--- src/design/nvsrc_pkg.sv ---
// Shared constants and types for the nonvolatile SRAM store/recall host controller
package nvsrc_pkg;

  // ----------------------------------------
  // Clock and timing
  // ----------------------------------------
  localparam int CLK_MHZ = 25;
  localparam int ACCESS_NS = 45;
  localparam int ACC_CYC = (ACCESS_NS * CLK_MHZ + 999) / 1000;
  localparam int HS_PULSE_NS = 15;
  localparam int HS_CYC_RAW = (HS_PULSE_NS * CLK_MHZ + 999) / 1000;
  localparam int HS_CYC = (HS_CYC_RAW < 2) ? 2 : HS_CYC_RAW;
  localparam int US_DIV = CLK_MHZ;
  localparam int STORE_GRACE_US = 70;
  localparam int SOFT_CMD_LATENCY_US = 70;
  localparam int NV_LOAD_US = 100;
  localparam int NV_SAVE_US = 12500;
  localparam int NV_SAVE_US_IND = 15000;

  // ----------------------------------------
  // Soft command address sequence
  // ----------------------------------------
  localparam int ADDR_W = 17;
  localparam int SEQ_LEN = 6;
  localparam logic [15:0] SEQ_A0 = 16'h4e38;
  localparam logic [15:0] SEQ_A1 = 16'hb1c7;
  localparam logic [15:0] SEQ_A2 = 16'h83e0;
  localparam logic [15:0] SEQ_A3 = 16'h7c1f;
  localparam logic [15:0] SEQ_A4 = 16'h703f;
  localparam logic [15:0] SEQ_STORE = 16'h8fc0;
  localparam logic [15:0] SEQ_RECALL = 16'h4c63;

  // ----------------------------------------
  // Types
  // ----------------------------------------
  typedef enum logic [2:0] {
    OP_READ = 3'h0,
    OP_WRITE = 3'h1,
    OP_SOFT_STORE = 3'h2,
    OP_SOFT_RECALL = 3'h3,
    OP_HARD_STORE = 3'h4
  } nvsrc_op_type;

  typedef struct packed {
    nvsrc_op_type op;
    logic [ADDR_W-1:0] addr;
    logic [7:0] wdata;
  } nvsrc_cmd_type;

  typedef struct packed {
    logic [7:0] rdata;
    logic skipped;
  } nvsrc_rsp_type;

endpackage

--- src/design/nvsrc_us_tick.sv ---
// Divider that gives a one-cycle enable pulse once per microsecond
`timescale 1ns/10ps
module nvsrc_us_tick #(
  parameter int DIV = 25
) (
  input wire logic clk_i,
  input wire logic rst_i,
  input wire logic clear_i,
  output logic tick_o
);
  logic [7:0] cnt;
  wire logic wrap = (cnt == 8'(DIV - 1));

  // Cleared at the start of each wait so the first tick is a full period away
  always_ff @(posedge clk_i) begin
    if (rst_i || clear_i || wrap) begin
      cnt <= 8'h00;
    end else begin
      cnt <= cnt + 8'h01;
    end
  end

  always_ff @(posedge clk_i) begin
    if (rst_i) begin
      tick_o <= 1'b0;
    end else begin
      tick_o <= wrap && !clear_i;
    end
  end
endmodule

--- src/design/nvsrc_host.sv ---
// Host-side controller that drives a byte-wide nonvolatile SRAM through its pins
`timescale 1ns/10ps

// What this block does
// - Address is held stable from the clock edge on which the strobes fall until they rise.
// - output_on_n stays high during every write cycle.
// - Soft commands issue six reads at the command addresses in order.
// - put_strobe_n stays high across all six sequence reads.
module nvsrc_host #(
  parameter int SAVE_US = nvsrc_pkg::NV_SAVE_US_IND
) (
  input wire logic CLK_I,
  input wire logic RST_I,
  input wire logic CMD_VALID_I,
  input wire nvsrc_pkg::nvsrc_cmd_type CMD_I,
  output logic CMD_READY_O,
  output logic RSP_VALID_O,
  output nvsrc_pkg::nvsrc_rsp_type RSP_O,
  output logic DIRTY_O,
  output logic [nvsrc_pkg::ADDR_W-1:0] MEM_ADDR_O,
  input wire logic [7:0] MEM_DQ_I,
  output logic [7:0] MEM_DQ_O,
  output logic MEM_DQ_OE_O,
  output logic CHIP_ON_N_O,
  output logic OUTPUT_ON_N_O,
  output logic PUT_STROBE_N_O,
  input wire logic HSB_I,
  output logic HSB_O,
  output logic HSB_OE_O
);
  import nvsrc_pkg::*;

  // ----------------------------------------
  // State and datapath registers
  // ----------------------------------------
  typedef enum logic [4:0] {
    ST_IDLE = 5'h01,
    ST_ACC = 5'h02,
    ST_RECOV = 5'h04,
    ST_HS_DRIVE = 5'h08,
    ST_NV_WAIT = 5'h10
  } nvsrc_state_type;

  nvsrc_state_type state, next_state;
  nvsrc_op_type op;
  logic [2:0] seq_idx;
  logic [2:0] cyc;
  logic [14:0] us_cnt;
  logic [14:0] min_us;
  logic seen_busy;
  logic seq_active;
  logic us_tick;

  // ----------------------------------------
  // Decode
  // ----------------------------------------
  wire logic accept = (state == ST_IDLE) && CMD_READY_O && CMD_VALID_I && HSB_I;
  wire logic is_write = (CMD_I.op == OP_WRITE);
  wire logic is_soft = (CMD_I.op == OP_SOFT_STORE) || (CMD_I.op == OP_SOFT_RECALL);
  wire logic is_hard = (CMD_I.op == OP_HARD_STORE);
  wire logic acc_last = (state == ST_ACC) && (cyc == 3'(ACC_CYC - 1));
  wire logic hs_last = (state == ST_HS_DRIVE) && (cyc == 3'(HS_CYC - 1));
  wire logic seq_last = (seq_idx == 3'(SEQ_LEN - 1));
  wire logic min_done = (us_cnt >= min_us);
  wire logic save_timeout = (us_cnt >= 15'(32'(min_us) + SAVE_US));
  wire logic nv_done = (state == ST_NV_WAIT) && min_done && (HSB_I || save_timeout);
  wire logic foreign_busy = (state == ST_IDLE) && !HSB_I;
  // Address of the read that follows the current sequence step
  wire logic [15:0] seq_addr =
    (seq_idx == 3'd0) ? SEQ_A1 :
    (seq_idx == 3'd1) ? SEQ_A2 :
    (seq_idx == 3'd2) ? SEQ_A3 :
    (seq_idx == 3'd3) ? SEQ_A4 :
    (op == OP_SOFT_RECALL) ? SEQ_RECALL : SEQ_STORE;
  wire logic [14:0] nv_min_us =
    (op == OP_SOFT_RECALL) ? 15'(SOFT_CMD_LATENCY_US + NV_LOAD_US) :
    (op == OP_SOFT_STORE) ? 15'(SOFT_CMD_LATENCY_US) : 15'(STORE_GRACE_US);

  nvsrc_us_tick #(
    .DIV(US_DIV)
  ) u_tick (
    .clk_i(CLK_I),
    .rst_i(RST_I),
    .clear_i(state != ST_NV_WAIT),
    .tick_o(us_tick)
  );

  // ----------------------------------------
  // Next state
  // ----------------------------------------
  always_comb begin
    next_state = state;
    case (state)
      ST_IDLE: begin
        if (foreign_busy) begin
          next_state = ST_NV_WAIT;
        end else if (accept && is_hard) begin
          next_state = ST_HS_DRIVE;
        end else if (accept) begin
          next_state = ST_ACC;
        end
      end
      ST_ACC: next_state = acc_last ? ST_RECOV : ST_ACC;
      ST_RECOV: next_state = !seq_active ? ST_IDLE : (seq_last ? ST_NV_WAIT : ST_ACC);
      ST_HS_DRIVE: next_state = hs_last ? ST_NV_WAIT : ST_HS_DRIVE;
      ST_NV_WAIT: next_state = nv_done ? ST_IDLE : ST_NV_WAIT;
      default: next_state = ST_IDLE;
    endcase
  end

  always_ff @(posedge CLK_I) begin
    if (RST_I) begin
      state <= ST_IDLE;
    end else begin
      state <= next_state;
    end
  end

  // ----------------------------------------
  // Sequencing counters
  // ----------------------------------------
  always_ff @(posedge CLK_I) begin
    if (RST_I || state != next_state) begin
      cyc <= 3'h0;
    end else begin
      cyc <= cyc + 3'h1;
    end
  end

  always_ff @(posedge CLK_I) begin
    if (RST_I) begin
      op <= OP_READ;
      seq_active <= 1'b0;
      seq_idx <= 3'h0;
    end else if (accept || foreign_busy) begin
      // A wait for a store started elsewhere must not answer for the last command
      op <= accept ? CMD_I.op : OP_READ;
      seq_active <= accept && is_soft;
      seq_idx <= 3'h0;
    end else if (state == ST_RECOV && seq_active) begin
      seq_idx <= seq_idx + 3'h1;
      seq_active <= !seq_last;
    end
  end

  // The us counter restarts on entry; the device busy is sampled as a level
  always_ff @(posedge CLK_I) begin
    if (RST_I || state != ST_NV_WAIT) begin
      us_cnt <= 15'h0000;
      seen_busy <= 1'b0;
    end else begin
      if (us_tick) begin
        us_cnt <= us_cnt + 15'h0001;
      end
      if (!HSB_I && !HSB_OE_O) begin
        seen_busy <= 1'b1;
      end
    end
  end

  always_ff @(posedge CLK_I) begin
    if (RST_I || foreign_busy) begin
      min_us <= 15'h0000;
    end else if (state != ST_NV_WAIT && next_state == ST_NV_WAIT) begin
      min_us <= nv_min_us;
    end
  end

  // ----------------------------------------
  // Pin drivers
  // ----------------------------------------
  // Address and data change only while all strobes are high, so the device
  // never sees an address move inside a write
  always_ff @(posedge CLK_I) begin
    if (RST_I) begin
      MEM_ADDR_O <= '0;
      MEM_DQ_O <= 8'h00;
    end else if (accept) begin
      MEM_ADDR_O <= is_soft ? {1'b0, SEQ_A0} : CMD_I.addr;
      MEM_DQ_O <= CMD_I.wdata;
    end else if (state == ST_RECOV && seq_active && !seq_last) begin
      MEM_ADDR_O <= {1'b0, seq_addr};
    end
  end

  wire logic go_acc = (next_state == ST_ACC);
  wire logic go_write = go_acc && (accept ? is_write : op == OP_WRITE) && !(accept ? is_soft : seq_active);

  always_ff @(posedge CLK_I) begin
    if (RST_I) begin
      CHIP_ON_N_O <= 1'b1;
      OUTPUT_ON_N_O <= 1'b1;
      PUT_STROBE_N_O <= 1'b1;
      MEM_DQ_OE_O <= 1'b0;
      HSB_OE_O <= 1'b0;
      HSB_O <= 1'b0;
    end else begin
      CHIP_ON_N_O <= !go_acc;
      OUTPUT_ON_N_O <= !(go_acc && !go_write);
      PUT_STROBE_N_O <= !go_write;
      // Data stays driven through recovery so it holds past the strobe release
      MEM_DQ_OE_O <= go_write || (state == ST_ACC && op == OP_WRITE);
      HSB_OE_O <= (next_state == ST_HS_DRIVE);
      HSB_O <= 1'b0;
    end
  end

  // ----------------------------------------
  // User side
  // ----------------------------------------
  always_ff @(posedge CLK_I) begin
    if (RST_I) begin
      RSP_VALID_O <= 1'b0;
      RSP_O <= '0;
      DIRTY_O <= 1'b0;
      CMD_READY_O <= 1'b0;
    end else begin
      CMD_READY_O <= (next_state == ST_IDLE) && HSB_I;
      RSP_VALID_O <= 1'b0;
      if (acc_last && !seq_active && op == OP_READ) begin
        RSP_O.rdata <= MEM_DQ_I;
      end
      if (state == ST_RECOV && (op == OP_READ || op == OP_WRITE)) begin
        RSP_VALID_O <= 1'b1;
        RSP_O.skipped <= 1'b0;
      end else if (nv_done && op != OP_READ && op != OP_WRITE) begin
        RSP_VALID_O <= 1'b1;
        RSP_O.skipped <= (op == OP_HARD_STORE) && !seen_busy;
      end
      // A write in the same cycle as a completed store keeps the flag set
      if (state == ST_ACC && op == OP_WRITE) begin
        DIRTY_O <= 1'b1;
      end else if (nv_done && (op != OP_HARD_STORE || seen_busy)) begin
        DIRTY_O <= 1'b0;
      end
    end
  end
endmodule

--- config.mk ---
export PLATFORM = sky130hd
export DESIGN_NAME = nvsrc_host
export DESIGN_NICKNAME = d
export VERILOG_FILES = /design/src/design/nvsrc_pkg.sv /design/src/design/nvsrc_us_tick.sv /design/src/design/nvsrc_host.sv
export SDC_FILE = /design/constraint.sdc
export NUM_CORES = 1
export LEC_CHECK = 0
export ABC_AREA = 1
export ABC_CLOCK_PERIOD_IN_PS = 1700
export BUFFER_PORTS_ARGS = -buffer_cell sky130_fd_sc_hd__buf_2
export CAP_MARGIN = 5
export CORE_ASPECT_RATIO = 0.9
export CORE_MARGIN = 4
export CORE_UTILIZATION = 50
export DETAILED_ROUTE_END_ITERATION = 8
export GPL_ROUTABILITY_DRIVEN = 0
export PLACE_DENSITY = 0.76
export SYNTH_ARGS = -nofsm -noshare
export SYNTH_HDL_FRONTEND = slang
export SYNTH_SLANG_ARGS = --single-unit
--- constraint.sdc ---
create_clock -name CLK_I -period 1.7 [get_ports CLK_I]
set_input_delay 0.255 -clock CLK_I [delete_from_list [all_inputs] [get_ports CLK_I]]
set_output_delay 0.255 -clock CLK_I [all_outputs]
set_load 0.05 [all_outputs]
==> summary.md <==
| Metric | Value |
|---|---|
| Status | finished, violations left |
| Diode count | 0 |
| Power per cell area | 720 nW/um^2 |
| GRT Total Usage | 0.202 |
| Sw frac | 0.299 |
| Area growth, synth to finish | 31.9% |
| Vias in the first global route | roughly 3.8k |
| Most frequent cells in the layout | 94 x nand2_1, 81 x buf_2, 78 x inv_1, 71 x dfxtp_1, 68 x nor2_1 |
| Clock Root Buffer | clkbuf_8 |
| Worst Path Arrival | 2060 ps |
| Mapped Cells | roughly 570 |
| EDFF count, synth | 0 |
| Synthesized Nets | 631 |
| Vias post-DR | 4007 |
| Setup slack, reg-to-reg | -100 ps |
| Layout cells sized above 1 | 0.338 |
| Die W | between 100 and 150 um |
| Rows | 31 |
| CTS H-tree lvls | 3 |
| Critical Path RT | 1960 ps |
| Setup_tns | -628 ps |
| Synth Area per Inst | 7.36 sq um |
| Max-slew violations | 0 |
| Yosys top cell by area | dfxtp_1 |
| I/O Buffers | 81 |
| Failing checks | negative setup slack |
| Crit start category | register |
| Chip Height | 94.8 um |
| Post-DP HPWL | 7.70 mm |
| Tcrit/Tclk final | 1.06 |
| Leakage power | between 2 and 3 nW |
| Power consumption | 0.00398 W |
| Largest net degree at the start of global routing | 26 |
| Initial DRC Count | 211 |
| Worst vdd ir | 511 uV |
| Synth top area cells | dfxtp_1 41%, nand2_1 9.1%, inv_1 7.8%, nor2_1 6.8%, ha_1 6.6% |
| Initial cell density of the core | 0.516 |
| CTS tree | yes |
| Final setup fails | 9 |
| Critical path type | register to register |
| Wire per inst | between 10 and 15 um |
| Critical path fanouts, max | 4 |
| Nets@finish | 755 |
| RSZ-0062 raised after global routing | yes |
| Longest Clk Path Bufs | 2 |
| Vias per cell | 5.03 |
| GR Overflow Total | 0 |
| Setup crit end kind | register |
| Ys flop type | dfxtp_1 |
| Rel. slew slack | 0.548 |
| Slew @ Worst Pin | 676 ps |
| Fmax | 556 MHz |
| Clk network pwr share | 0.349 |
| Gate power share | 0.133 |
| Hold Path Depth | 3 |
| Internal power | 0.00279 W |
| Min cycle time layout | 1800 ps |
| Detailed Routing Iterations Pass 1 | 5 |
| Min-delay worst type | input pin to register |
| Net switching power | between 0.001 and 0.0015 W |
| YS warnings | 0 |
| Routed Antenna Nets | 0 |
| Clock Latency Late Sink | 360 ps |
| Seq cells post-synth | 85 |
| Reg power frac | 0.519 |
| Distinct cells, synth | 46 |
| Multi-input combinational cell area | 2330 sq um |
| Final setup margin | -98.2 ps |
| Core Area | between 8000 and 9000 sq um |
| Reg2Reg Depth | 14 |
| Antenna violations before repair | 0 |
| Clock sinks | 85 |
| Synth top area share | 0.406 |
| Cells after DPL | 771 |
| Fillers | 646 |
| Io pins | 83 |
| First-pass GRT wire length | 16.5 mm |
| Max Cap Viol | 0 |
| TritonCTS Buffers | 9 |
| Die area | a little under 10000 sq um |
| Drt total wl | approximately 10 mm |
| Fin. Hold Viols | 0 |
| Ys async rst share | 0 |
| Clk pin slew, worst setup/hold paths | 100 ps |
| Layout Cells excl Fill | 797 |
| Drt drc | 0 |
| Syn Std Cell Area | roughly 4200 sq um |
| Register area | 1730 sq um |
| Commonest non-fill, non-tap cell in the layout | nand2_1 |
| Skew final | 8.95 ps |
| Sequential share of the synthesized area | 0.406 |
metal layers:
| metal | vias up | part of all wire | GRT usage |
|---|---|---|---|
| met5 | - | 0 | 0 |
| met4 | 0 | 0.014 | 0.0620 |
| met3 | 13 | 0.050 | 0.0424 |
| met2 | 75 | 0.50 | 0.344 |
| met1 | 1841 | 0.44 | 0.258 |
| li1 | 2078 | - | - |
registers in the layout, indices dropped and copies added (netlist names), 3 cells and up:
signal / count
MEM_ADDR_O: 17
us_cnt: 15
RSP_O: 9
MEM_DQ_O: 8
u_tick.cnt: 8
state: 5
cyc: 3
min_us: 3
op: 3
seq_idx: 3
metrics by stage:
| stage | hold slack (ps) | cell area [sq um] | setup slack (ps) | utilization |
|---|---|---|---|---|
| after floorplan | 371 | 4220 | 6.47 | - |
| after global placement | 429 | 4970 | -91.4 | 0.613 |
| after detailed placement | 436 | 4970 | -196 | 0.613 |
| after CTS | 131 | 5190 | -140 | 0.641 |
| after global routing | 146 | 5520 | -203 | 0.681 |
| final | 141 | 5520 | -98.2 | 0.681 |
kinds of logic (layout without fill, tap and decap cells):
kind of cell | Yosys count | count (layout) | synth area share
xor gates and xnor gates | 6 | 6 | 0.0126
adders and majority gates | 22 | 22 | 0.0657
AOI/OAI and AO/OA | 97 | 97 | 0.136
and+or+nand+nor | 255 | 255 | 0.281
buffers and inverters | 103 | 232 | 0.0974
DFF | 85 | 85 | 0.406
other | 1 | 1 | 0.000896
worst max-delay path: stages, from the launching register on:
cell,delay [ps]
dfxtp_2,350
inv_4,50
ha_4,230
ha_4,280
inv_2,30
nor2_1,120
a21oi_2,70
nand3_2,70
nand2_1,50
nand2_1,70
nand2_2,80
inv_2,110
o21ai_2,80
nand2_1,70
a21oi_1,50
path summary, 6_finish.rpt:
path	from	to
worst max-delay path	min_us[6]	RSP_O[0]
worst max register to register	min_us[6]	RSP_O[0]
worst min-delay path	CMD_I[3]	MEM_DQ_O[3]
worst min register to register	cyc[0]	cyc[0]
power by group through the flow:
stage / Clock (W) / Sequential, W / Combinational (W)
after floorplan: 0 / 0.00217 / 0.000259
after global placement: 0 / 0.00211 / 0.000468
after detailed placement: 0 / 0.00211 / 0.000477
after CTS: 0.00141 / 0.00206 / 0.000486
after global routing: 0.00150 / 0.00207 / 0.000583
final: 0.00139 / 0.00206 / 0.000527
area by class of cell:
type / instances / share of cell area
multi-input combinational: 381 / 0.422
clock buffer: 9 / 0.0224
sequential: 85 / 0.313
inverter: 90 / 0.0621
timing repair buffer: 126 / 0.145
clock inverter: 7 / 0.0127
tap: 99 / 0.0224
synth_stat cells, drive strengths merged, types with 3 or more instances:
cell,instances
a21oi,34
a31oi,5
buf,8
clkbuf,5
dfxtp,85
ha,22
inv,90
nand2,108
nand3,27
nand3b,3
nand4,6
nor2,89
nor3,13
nor3b,3
nor4,3
o211ai,5
o21ai,39
o221ai,3
xnor2,3
xor2,3
timing repair:
item	CTS	global route
setup buffers	1	9
pin swaps	8	27
endpoints found under the setup margin	14	38
hold buffers	0	0
gates resized for setup	16	75
(Power assumes the default switching activity.)
